## src/design/mps_pkg.sv

```systemverilog
package mps_pkg;
  localparam int unsigned MPS_CLK_HZ = 125_000_000;
  // times in their own units, as specified
  localparam int unsigned MPS_ON_HOLD_S = 5;
  localparam int unsigned MPS_OFF_HOLD_S = 3;
  localparam int unsigned MPS_KILL_HOLD_MS = 200;
  localparam int unsigned MPS_QUIET_MS = 200;
  localparam int unsigned MPS_QUIET_USB_S = 10;
  localparam int unsigned MPS_DETACH_MS = 1000;
  localparam int unsigned MPS_FAST_MS = 300;
  localparam int unsigned MPS_POR_MS = 21;
  localparam int unsigned MPS_TIMEOUT_S = 20;
  // cycle counts, least times rounded up
  localparam longint MPS_ON_HOLD_CYC = longint'(MPS_ON_HOLD_S) * MPS_CLK_HZ;
  localparam longint MPS_OFF_HOLD_CYC = longint'(MPS_OFF_HOLD_S) * MPS_CLK_HZ;
  localparam longint MPS_KILL_HOLD_CYC = (longint'(MPS_KILL_HOLD_MS) * MPS_CLK_HZ + 999) / 1000;
  localparam longint MPS_QUIET_CYC = (longint'(MPS_QUIET_MS) * MPS_CLK_HZ + 999) / 1000;
  localparam longint MPS_QUIET_USB_CYC = longint'(MPS_QUIET_USB_S) * MPS_CLK_HZ;
  localparam longint MPS_DETACH_CYC = (longint'(MPS_DETACH_MS) * MPS_CLK_HZ + 999) / 1000;
  localparam longint MPS_FAST_CYC = (longint'(MPS_FAST_MS) * MPS_CLK_HZ + 999) / 1000;
  localparam longint MPS_POR_CYC = (longint'(MPS_POR_MS) * MPS_CLK_HZ + 999) / 1000;
  localparam longint MPS_TIMEOUT_CYC = longint'(MPS_TIMEOUT_S) * MPS_CLK_HZ;
  localparam int MPS_CW = 32;
  localparam logic [MPS_CW-1:0] MPS_CNT_ZERO = 32'h0000_0000;
  localparam logic [MPS_CW-1:0] MPS_CNT_ONE = 32'h0000_0001;
endpackage

```

## src/design/mps_link_if.sv

```systemverilog
`timescale 1ns/1ps
// open-drain lines with internal pull-up: low when any party drives
interface mps_link_if;
  logic pwr_toggle_oe;
  logic hard_kill_host_oe;
  logic hard_kill_dev_oe;
  logic power_good_indicator;
  logic fast_pd_gpio;
  logic pwr_toggle_n;
  logic hard_kill_n;
  assign pwr_toggle_n = ~pwr_toggle_oe;
  assign hard_kill_n = ~(hard_kill_host_oe | hard_kill_dev_oe);
  modport device (input pwr_toggle_n, input hard_kill_n, input fast_pd_gpio,
    output hard_kill_dev_oe, output power_good_indicator);
  modport host (input power_good_indicator, input hard_kill_n,
    output pwr_toggle_oe, output hard_kill_host_oe, output fast_pd_gpio);
endinterface

```

## src/design/mps_timer.sv

```systemverilog
`timescale 1ns/1ps
// down counter; done pulses one cycle when a loaded count expires
module mps_timer
  import mps_pkg::*;
(
  input wire logic mclk,
  input wire logic rstn,
  input wire logic ce,
  input wire logic load,
  input wire logic [MPS_CW-1:0] count,
  output logic busy,
  output logic done
);
  logic [MPS_CW-1:0] remain;

  always_ff @(posedge mclk or negedge rstn)
  begin
    if (!rstn)
    begin
      remain <= MPS_CNT_ZERO;
      done <= 1'b0;
    end
    else if (ce)
    begin
      done <= 1'b0;
      if (load)
        remain <= count;
      else if (remain != MPS_CNT_ZERO)
      begin
        remain <= remain - MPS_CNT_ONE;
        if (remain == MPS_CNT_ONE)
          done <= 1'b1;
      end
    end
  end

  assign busy = (remain != MPS_CNT_ZERO);
endmodule

```

## src/design/mps_host.sv

```systemverilog
`timescale 1ns/1ps
// How it works
// - hold toggle low five seconds to start
// - toggle driven open-drain only, no pull-up
// - watch power-good to see start complete
// - no serial traffic first 200 ms
// - ten second wait with USB or update
// - start only above supply threshold, else kill
// - hold toggle low three seconds to stop
// - module detaches from network before off
// - power-good low confirms off state
// - kill low holds reset, stays off
// - hold kill low at least 200 ms
// - module drives kill during its start-up
// - kill driven open-collector only
// - kill reserved for emergency recovery
// - orderly power-off lasts over one second
// - falling fast-shutdown input starts fast off; the device acts on the fall only once fast_shutdown_command has armed it
// - fast shutdown lasts about 300 ms
// - keep lines low while module off
// - power-good stays high while powered on
module mps_host
  import mps_pkg::*;
#(
  parameter longint ON_HOLD = MPS_ON_HOLD_CYC,
  parameter longint OFF_HOLD = MPS_OFF_HOLD_CYC,
  parameter longint KILL_HOLD = MPS_KILL_HOLD_CYC,
  parameter longint QUIET = MPS_QUIET_CYC,
  parameter longint QUIET_USB = MPS_QUIET_USB_CYC,
  parameter longint TIMEOUT = MPS_TIMEOUT_CYC
)
(
  input wire logic mclk,
  input wire logic rstn,
  input wire logic ce,
  mps_link_if.host link,
  input wire logic req_on,
  input wire logic req_off,
  input wire logic req_kill,
  input wire logic req_fast,
  input wire logic supply_ok,
  input wire logic usb_or_update,
  output logic serial_ready,
  output logic module_on,
  output logic fault,
  output logic busy
);
  typedef enum logic [6:0] {
    MPSH_OFF = 7'h01,
    MPSH_ON_PULSE = 7'h02,
    MPSH_WAIT_UP = 7'h04,
    MPSH_QUIET = 7'h08,
    MPSH_RUN = 7'h10,
    MPSH_OFF_PULSE = 7'h20,
    MPSH_WAIT_DOWN = 7'h40
  } mpsh_state_t;

  mpsh_state_t state;
  logic tm_load;
  logic [MPS_CW-1:0] tm_count;
  logic tm_done;
  logic kill_active;
  logic [MPS_CW-1:0] kill_cnt;
  logic pg;

  assign pg = link.power_good_indicator;

  // ============================================================
  // sequence timer
  mps_timer u_timer (
    .mclk(mclk),
    .rstn(rstn),
    .ce(ce),
    .load(tm_load),
    .count(tm_count),
    .busy(),
    .done(tm_done)
  );

  always_comb
  begin
    tm_load = 1'b0;
    tm_count = MPS_CNT_ZERO;
    case (state)
      MPSH_OFF:
        if (req_on && supply_ok && !kill_active)
        begin
          tm_load = 1'b1;
          tm_count = ON_HOLD[MPS_CW-1:0];
        end
      MPSH_ON_PULSE, MPSH_OFF_PULSE:
        if (tm_done)
        begin
          tm_load = 1'b1;
          tm_count = TIMEOUT[MPS_CW-1:0];
        end
      MPSH_WAIT_UP:
        if (pg)
        begin
          tm_load = 1'b1;
          tm_count = usb_or_update ? QUIET_USB[MPS_CW-1:0] : QUIET[MPS_CW-1:0];
        end
      MPSH_RUN:
        if (req_off)
        begin
          tm_load = 1'b1;
          tm_count = OFF_HOLD[MPS_CW-1:0];
        end
      default:
        tm_load = 1'b0;
    endcase
  end

  // ============================================================
  // sequencer
  always_ff @(posedge mclk or negedge rstn)
  begin
    if (!rstn)
      state <= MPSH_OFF;
    else if (ce)
    begin
      if (kill_active)
        state <= MPSH_OFF;
      else
        case (state)
          MPSH_OFF:
            if (req_on && supply_ok)
              state <= MPSH_ON_PULSE;
          MPSH_ON_PULSE:
            if (tm_done)
              state <= MPSH_WAIT_UP;
          MPSH_WAIT_UP:
            if (pg)
              state <= MPSH_QUIET;
            else if (tm_done)
              state <= MPSH_OFF;
          MPSH_QUIET:
            if (!pg)
              state <= MPSH_OFF;
            else if (tm_done)
              state <= MPSH_RUN;
          MPSH_RUN:
            if (!pg)
              state <= MPSH_OFF;
            else if (req_off)
              state <= MPSH_OFF_PULSE;
          MPSH_OFF_PULSE:
            if (tm_done)
              state <= MPSH_WAIT_DOWN;
          MPSH_WAIT_DOWN:
            if (!pg || tm_done)
              state <= MPSH_OFF;
          default:
            state <= MPSH_OFF;
        endcase
    end
  end

  // ============================================================
  // hard kill pulse, also the recovery when supply came up late
  always_ff @(posedge mclk or negedge rstn)
  begin
    if (!rstn)
    begin
      kill_active <= 1'b0;
      kill_cnt <= MPS_CNT_ZERO;
    end
    else if (ce)
    begin
      if (!kill_active && (req_kill || (state == MPSH_OFF && req_on && !supply_ok)))
      begin
        kill_active <= 1'b1;
        kill_cnt <= KILL_HOLD[MPS_CW-1:0];
      end
      else if (kill_active)
      begin
        if (kill_cnt == MPS_CNT_ONE)
          kill_active <= 1'b0;
        kill_cnt <= kill_cnt - MPS_CNT_ONE;
      end
    end
  end

  // ============================================================
  // line drivers and status, all registered
  always_ff @(posedge mclk or negedge rstn)
  begin
    if (!rstn)
    begin
      link.pwr_toggle_oe <= 1'b0;
      link.hard_kill_host_oe <= 1'b0;
      link.fast_pd_gpio <= 1'b0;
      serial_ready <= 1'b0;
      module_on <= 1'b0;
      fault <= 1'b0;
      busy <= 1'b0;
    end
    else if (ce)
    begin
      // pull low only, never drive high
      link.pwr_toggle_oe <= (state == MPSH_ON_PULSE || state == MPSH_OFF_PULSE)
        && !tm_done && !kill_active;
      link.hard_kill_host_oe <= kill_active;
      // raised once the module is up; a fall requests fast off and stays low
      // so the pin does not back-power the module while it shuts down
      link.fast_pd_gpio <= pg && !req_fast
        && (state == MPSH_QUIET || (state == MPSH_RUN && link.fast_pd_gpio));
      serial_ready <= (state == MPSH_RUN) && pg;
      module_on <= pg;
      busy <= (state != MPSH_OFF && state != MPSH_RUN) || kill_active;
      if (tm_done && (state == MPSH_WAIT_UP || state == MPSH_WAIT_DOWN))
        fault <= 1'b1;
      else if (req_on || req_off)
        fault <= 1'b0;
    end
  end
endmodule

```

## src/flat_wrapper.sv

```systemverilog
// flat-port wrapper written by rule: the top's interface ports become plain ports
module mps_host_flat import mps_pkg::*;
#(
  parameter longint ON_HOLD = MPS_ON_HOLD_CYC,
  parameter longint OFF_HOLD = MPS_OFF_HOLD_CYC,
  parameter longint KILL_HOLD = MPS_KILL_HOLD_CYC,
  parameter longint QUIET = MPS_QUIET_CYC,
  parameter longint QUIET_USB = MPS_QUIET_USB_CYC,
  parameter longint TIMEOUT = MPS_TIMEOUT_CYC
)
  (mclk, rstn, ce, req_on, req_off, req_kill, req_fast, supply_ok, usb_or_update, serial_ready, module_on, fault, busy, link_power_good_indicator, link_pwr_toggle_oe, link_hard_kill_host_oe, link_fast_pd_gpio);
  mps_link_if link_i ();
  input wire logic mclk;
  input wire logic rstn;
  input wire logic ce;
  input wire logic req_on;
  input wire logic req_off;
  input wire logic req_kill;
  input wire logic req_fast;
  input wire logic supply_ok;
  input wire logic usb_or_update;
  output logic serial_ready;
  output logic module_on;
  output logic fault;
  output logic busy;
  input wire logic [$bits(link_i.power_good_indicator)-1:0] link_power_good_indicator;
  output wire logic [$bits(link_i.pwr_toggle_oe)-1:0] link_pwr_toggle_oe;
  output wire logic [$bits(link_i.hard_kill_host_oe)-1:0] link_hard_kill_host_oe;
  output wire logic [$bits(link_i.fast_pd_gpio)-1:0] link_fast_pd_gpio;
  assign link_i.power_good_indicator = link_power_good_indicator;
  assign link_pwr_toggle_oe = link_i.pwr_toggle_oe;
  assign link_hard_kill_host_oe = link_i.hard_kill_host_oe;
  assign link_fast_pd_gpio = link_i.fast_pd_gpio;
  mps_host #(.ON_HOLD(ON_HOLD), .OFF_HOLD(OFF_HOLD), .KILL_HOLD(KILL_HOLD), .QUIET(QUIET), .QUIET_USB(QUIET_USB), .TIMEOUT(TIMEOUT)) u_core (.mclk(mclk), .rstn(rstn), .ce(ce), .link(link_i), .req_on(req_on), .req_off(req_off), .req_kill(req_kill), .req_fast(req_fast), .supply_ok(supply_ok), .usb_or_update(usb_or_update), .serial_ready(serial_ready), .module_on(module_on), .fault(fault), .busy(busy));
endmodule
```

## config.mk

```make
export PLATFORM = sky130hd
export DESIGN_NAME = mps_host_flat
export DESIGN_NICKNAME = d
export VERILOG_FILES = /design/src/design/mps_pkg.sv /design/src/design/mps_link_if.sv /design/src/design/mps_timer.sv /design/src/design/mps_host.sv /design/src/flat_wrapper.sv
export SDC_FILE = /design/constraint.sdc
export NUM_CORES = 1
export LEC_CHECK = 0
export ABC_AREA = 1
export ABC_CLOCK_PERIOD_IN_PS = 2000
export BUFFER_PORTS_ARGS = -buffer_cell sky130_fd_sc_hd__buf_2
export CORE_MARGIN = 2
export CORE_UTILIZATION = 63
export CTS_CLUSTER_DIAMETER = 60
export DETAILED_ROUTE_END_ITERATION = 10
export PLACE_DENSITY = 0.81
export SLEW_MARGIN = 20
export SYNTH_ARGS = -nofsm -noshare
export SYNTH_HDL_FRONTEND = slang
export SYNTH_SLANG_ARGS = --single-unit
```

## constraint.sdc

```tcl
create_clock -name mclk -period 2 [get_ports mclk]
set_input_delay 0.4 -clock mclk [delete_from_list [all_inputs] [get_ports mclk]]
set_output_delay 0.4 -clock mclk [all_outputs]
set_load 0.1 [all_outputs]
```

==> results of run 1 <==
==> layout make-up <==
type                    count  area (um^2)
inverters                  67          254
flip-flops and latches     80         2000
clock inverters             6         67.6
clock buffers              10          138
multi-input cells         706         3290
fillers                   759         2470
well taps                 108          135
repair buffers             47          354
==> worst max-delay path: cells and delay by family (launching register included) <==
family	cells	cell delay, ns
AND/OR/NAND/NOR	9	1.07
flip-flops	1	0.43
buffers and inverters	2	0.31
==> cells by family (layout without fill, tap and decap cells) <==
logic type	Yosys count	in the layout	share of synthesized area, %
AO/OA/AOI/OAI	51	51	4.85
XOR/XNOR	37	37	5.71
adder cells (fa/ha/maj)	4	4	0.881
buffers and inverters	88	130	7.23
flip-flops	80	80	35.3
AND/OR/NAND/NOR	614	614	46.1
==> worst min path at each step <==
| stage | startpoint | end | slack, ns | cells after the start |
|---|---|---|---|---|
| 6_report | ce | u_core.busy$_DFFE_PN0P_ | 0.28 | 3 |
| 5_1_grt | ce | u_core.busy$_DFFE_PN0P_ | 0.32 | 3 |
| 4_1_cts | ce | u_core.busy$_DFFE_PN0P_ | 0.28 | 3 |
| 3_5_place_dp | rstn | u_core.state[6]$_DFFE_PN0P_ | 0.38 | 1 |
| 3_3_place_gp | rstn | u_core.state[6]$_DFFE_PN0P_ | 0.37 | 1 |
| 2_1_floorplan | rstn | u_core.busy$_DFFE_PN0P_ | 0.10 | 0 |
==> sequential cells by signal, indices dropped and copies added (netlist names) <==
name                           count
u_core.fault                       1
u_core.u_timer.done                1
u_core.module_on                   1
u_core.link.pwr_toggle_oe          1
u_core.state                       7
u_core.busy                        1
u_core.link.fast_pd_gpio           1
u_core.u_timer.remain             32
u_core.link.hard_kill_host_oe      1
u_core.serial_ready                1
u_core.kill_active                 1
u_core.kill_cnt                   32
==> cell usage after synthesis (2+ instances only) <==
cell type    n  share of area [%]
buf_6        7                1.4
a21oi_1      7               0.62
dfrtp_1     79                 35
o22ai_1      4               0.44
o21bai_1     2               0.26
ha_1         4               0.88
xor2_1      23                3.5
nor2_4       5               0.99
nor2_2       7               0.77
buf_4        3               0.40
nand4_1     17                1.9
nand2_4      6                1.2
o21ai_1      7               0.62
nor2_1     148                9.8
inv_1       61                4.0
o211ai_1     2               0.26
nand2_2      7               0.77
o21ai_0     28                2.5
inv_2        6               0.40
xnor2_1     14                2.2
nand2_1    330                 22
nand3b_1     3               0.40
nor4_1       2               0.22
nand3_2      2               0.35
nand3_1     84                7.4
buf_2        9               0.79
==> placed cells by master, fill, tap and decap left out, types with 7 or more instances in the layout <==
cell	netlist	layout
clkbuf_8	0	10
nand3_1	84	84
xnor2_1	14	14
o21ai_1	7	7
buf_2	9	15
nor2_1	148	144
nand2_2	7	9
buf_4	3	27
nor2_2	7	10
xor2_1	23	23
inv_1	61	60
a21oi_1	7	7
dfrtp_1	79	79
o21ai_0	28	28
nand4_1	17	17
nand2_1	330	328
==> what timing repair did <==
| action | CTS | global route |
|---|---|---|
| endpoints found under the hold margin | 31 | 0 |
| endpoints found under the setup margin | 5 | 44 |
| gates resized for setup | 1 | 13 |
| pin swaps | 0 | 0 |
| hold buffers | 1 | 0 |
| gates cloned | 0 | 0 |
==> power by group through the flow <==
stage	logic, mW	registers, mW	clock network [mW]
after CTS	4.21	2.76	1.28
after detailed placement	4.17	2.79	0
after floorplan	3.09	2.68	0
after global routing	4.85	2.85	1.33
after global placement	4.09	2.77	0
final	4.28	2.79	1.27
==> through the flow <==
stage          utilization (%)  power, mW
6_report                  71.6       8.34
5_1_grt                   71.6       9.04
4_1_cts                   71.2       8.25
3_5_place_dp              68.7       6.96
3_3_place_gp              68.7       6.87
2_1_floorplan                -       5.77
==> layer usage <==
layer / up-vias / global-route usage [%] / share of wire (%)
met5: - / 0 / 0
met4: 0 / 17.8 / 4.1
met3: 52 / 4.26 / 5.9
met2: 237 / 57.0 / 50
met1: 2691 / 41.2 / 40
li1: 2824 / - / -
==> impl_metrics.toml, run 1 <==
[status]
status = "completed"

[sta]
finalMaxSlewViolations = 0
tns_ns = 0
rsz0062_at_grt = "true"
max_freq_mhz = 517
clock_skew_ns = 0.0160
timing.final.ws_setup_ns = 0.0643
relSlewSlack_pct = 67.8
min_period_ns = 1.94
hold_viol_final = 0
period_share_pct = 96.8
hold_ws_ns = 0.284
worst_pin_slew_ns = 0.486
setup-violations-final = 0

[floorplan]
io_pins = 17
dieArea_um2 = 9790
fp.dieW_um = 98.9
initial_core_util_pct = 65.1
core_area_um2 = 8720
fp.dieH_um = 98.9
num_rows = 34

[placed_design]
place_area_um2 = 5990
post-place-ws_ns = 0.0183
hpwl_um = 11900
port_buffers = 16
dp.cells = 1007
finalWeightedCongestion = 0.993

[cells_and_area]
final_cell_area_um2 = 6250
num_antenna_cells = 0
drive_gt1_share_pct = 11.5
fin_cells = 1024
nets = 925
area_growth_pct = 9.98

[yosys]
synth_enable_flop_cells = 0
synthCells = 874
syn_area_um2 = 5680
synth_area_per_cell_um2 = 6.50
synth_async_sr_flop_share_pct = 100
ys_seq_area_share_pct = 35.3
ys.flop_type = "dfrtp_1"
syn-num-nets = 888
synthDistinctLibCells = 33
synth-seq-cells = 80
yosys_warnings = 0

[setup_path]
crit_path_start_kind = "flop"
critPathCapture = "u_core.u_timer.remain[26]$_DFFE_PN0P_"
cp-end-kind = "flop"
cp_max_fo = 16
cpMostUsedCell = "nand2_1"
r2r-end = "u_core.u_timer.remain[26]$_DFFE_PN0P_"
critPathSlowestCell = "dfrtp_1"
critPathRequiredTime_ns = 2.25
r2r_cells = 11
r2r_start = "u_core.state[4]$_DFFE_PN0P_"
crit_chain = "inv_2 -> nand2_1 -> nor2_2 -> nand2_1 -> nand2_2 -> nand2_4 -> nand3_4 -> nand2_4 -> buf_4 -> nand3_1 -> nand2_1"
rrSetupSlack_ns = 0.06
arrival_ns = 2.18
startpoint = "u_core.state[4]$_DFFE_PN0P_"
crit_type = "flop to flop"
slowest_delay_ns = 0.43

[detailed_routing]
drtAntennaViolNets = 0
vias_per_cell = 5.67
wire_per_inst_um = 15.4
drc = 0
wl_um = 15700
vias = 5804
first_iter_violations = 313
firstDrtPassIters = 5

[global_routing]
grt_pass1_wl_um = 26300
grt_max_degree = 34
grt_use_total_pct = 33.4
grt_overflow = 0
antenna_found_initial = 0
grt_pass1_vias = 5620

[power]
clockPowerShare_pct = 15.2
p_seq_share_pct = 33.4
switching_share_pct = 49.7
p_leak_nw = 3.39
intPower_mw = 4.20
powerDensity_nw_per_um2 = 1340
peakVddDrop_uv = 721
pwr-share-comb_pct = 51.3
power_switching_mw = 4.14

[clock_network]
cts_made_buffers = 9
cts_tree = "built"
cts.sinks = 80
cts_setup_buffers = 0
cts_root_buf = "clkbuf_8"
clk_latency_ns = 0.37
clockBufferDepth = 2
htreeDepth = 3
clk_pin_slew_ns = 0.10

[min_path]
hp-class = "input port to flop"

[job]
maxCapViolCount = 0
Power figures use the tool's default switching activity.
==> run 2, diff against run 1 <==
--- a/config.mk
+++ b/config.mk
@@ -12,7 +12,7 @@
 export CORE_UTILIZATION = 63
 export CTS_CLUSTER_DIAMETER = 60
 export DETAILED_ROUTE_END_ITERATION = 10
-export PLACE_DENSITY = 0.81
+export PLACE_DENSITY = 0.86
 export SLEW_MARGIN = 20
 export SYNTH_ARGS = -nofsm -noshare
 export SYNTH_HDL_FRONTEND = slang
==> run 2 against run 1 <==
Net effect:
- sequential share of layout area grew 0.064 points
- cell count shrank 0.68%
- routed wire length is 2.3% lower
- clock power about the same
- worst hold slack improved by 0.040 ns
- sequential cell count stayed put
- utilization is 0.14 points lower
==> impl_metrics.toml, run 2 (same netlist as run 1, synthesis figures left out) <==
[status]
status = "completed"

[setup_path]
cp-end-kind = "flop"
rrSetupSlack_ns = 0.08
crit_type = "flop to flop"
arrival_ns = 2.18
critPathRequiredTime_ns = 2.26
cp_max_fo = 11
crit_path_start_kind = "flop"

[detailed_routing]
wire_per_inst_um = 15.1
wl_um = 15400
vias = 5767
dr_wl_met2_um = 7270
met3_length_um = 1220
drtAntennaViolNets = 0
first_iter_violations = 392
m1WireLength_um = 6340
top_layer = "met4"
vias_per_cell = 5.67
drc = 0
firstDrtPassIters = 5

[floorplan]
fp.dieW_um = 98.9
core_area_um2 = 8720
fp.dieH_um = 98.9
io_pins = 17
num_rows = 34
initial_core_util_pct = 65.1
dieArea_um2 = 9790

[power]
p_seq_share_pct = 33.6
intPower_mw = 4.15
p_leak_nw = 3.36
power_switching_mw = 4.14
clockPowerShare_pct = 15.7
switching_share_pct = 49.9
pwr-share-comb_pct = 50.7
peakVddDrop_uv = 683
powerDensity_nw_per_um2 = 1330

[placed_design]
post-place-ws_ns = 0.0814
finalWeightedCongestion = 1.02
port_buffers = 16
hpwl_um = 11200
place_area_um2 = 5930

[sta]
hold_viol_final = 0
period_share_pct = 96.0
timing.final.ws_setup_ns = 0.0794
min_period_ns = 1.92
worst_pin_slew_ns = 0.485
rsz0062_at_grt = "true"
setup-violations-final = 0
clock_skew_ns = 0.0177
max_freq_mhz = 521
finalMaxSlewViolations = 0
hold_ws_ns = 0.324
relSlewSlack_pct = 67.9

[cells_and_area]
reg_top3 = "u_core.kill_cnt x32, u_core.u_timer.remain x32, u_core.state x7"
final_cell_area_um2 = 6230
final_cell_mix = "nand2_1, nor2_1, nand3_1"
drive_gt1_share_pct = 11.3
fin_util_pct = 71.5
num_antenna_cells = 0
final_common_cell = "nand2_1"
n_fill_cell = 735
area_growth_pct = 9.76
nets = 918

[global_routing]
grt_use_total_pct = 32.3
grt_max_degree = 49
grt_pass1_vias = 5531
grt_overflow = 0
grt_pass1_wl_um = 25600
antenna_found_initial = 0

[clock_network]
htreeDepth = 3
clk_latency_ns = 0.37
cts_tree = "built"
cts.sinks = 80
clockBufferDepth = 2
cts_made_buffers = 9
cts_setup_buffers = 0
clk_pin_slew_ns = 0.10
cts_root_buf = "clkbuf_8"

[job]
maxCapViolCount = 0

[min_path]
hp-class = "input port to flop"
run 2: power groups by stage:
stage / Sequential [mW] / Combinational [mW] / Clock (mW)
after floorplan: 2.68 / 3.09 / 0
after global placement: 2.78 / 3.97 / 0
after detailed placement: 2.78 / 4.05 / 0
after CTS: 2.76 / 4.09 / 1.30
after global routing: 2.85 / 4.80 / 1.35
final: 2.79 / 4.20 / 1.30
run 2: path summary, 6_finish.rpt:
| path | from | endpoint | cells past startpoint |
|---|---|---|---|
| min in group asynchronous | rstn | u_core.state[2]$_DFFE_PN0P_ | 2 |
| worst min register to register | u_core.link.hard_kill_host_oe$_DFFE_PN0P_ | u_core.link.hard_kill_host_oe$_DFFE_PN0P_ | 2 |
| max in group asynchronous | rstn | u_core.kill_cnt[21]$_DFFE_PN0P_ | 3 |
| worst max-delay path | u_core.state[6]$_DFFE_PN0P_ | u_core.kill_cnt[6]$_DFFE_PN0P_ | 11 |
| worst min-delay path | req_fast | u_core.link.fast_pd_gpio$_DFFE_PN0P_ | 4 |
| worst max register to register | u_core.state[6]$_DFFE_PN0P_ | u_core.kill_cnt[6]$_DFFE_PN0P_ | 11 |
run 2: cell type report:
| cell class | count | area (um^2) | area share, % |
|---|---|---|---|
| timing repair buffer | 39 | 312 | 5.00 |
| multi-input combinational | 707 | 3320 | 53.2 |
| clock inverter | 7 | 83.8 | 1.34 |
| clock buffer | 9 | 124 | 1.99 |
| inverter | 67 | 258 | 4.13 |
| sequential | 80 | 2000 | 32.1 |
| tap | 108 | 135 | 2.17 |
run 2: layer usage:
layer,GRT usage [%],vias to the layer above
met5,0,-
met4,13.6,0
met3,5.18,46
met2,53.3,285
met1,42.5,2628
li1,-,2808
run 2: repair_timing:
| item | 4_1_cts | 5_1_grt |
|---|---|---|
| endpoints found under the setup margin | 0 | 57 |
| resized for setup | 0 | 23 |
| hold endpoints to repair | 30 | 0 |
| hold buffers | 1 | 0 |
run 2: per-stage QoR:
stage,power [mW],std cells,TNS (ns)
after floorplan,5.77,874,0
after global placement,6.75,999,0
after detailed placement,6.84,999,0
after CTS,8.15,1016,0
after global routing,9.00,1017,-0.205
final,8.28,1017,0
run 2: worst max-delay path: stages (launching register included):
cell and delay [ns]:
dfrtp_1 0.45, inv_2 0.10, nand3_1 0.18, nor2_2 0.26, nand3_1 0.11, nand2_1 0.16, nand2_1 0.08, nand2_2 0.11
buf_4 0.19, nand2_1 0.06, nand2_1 0.06, nand3_1 0.06
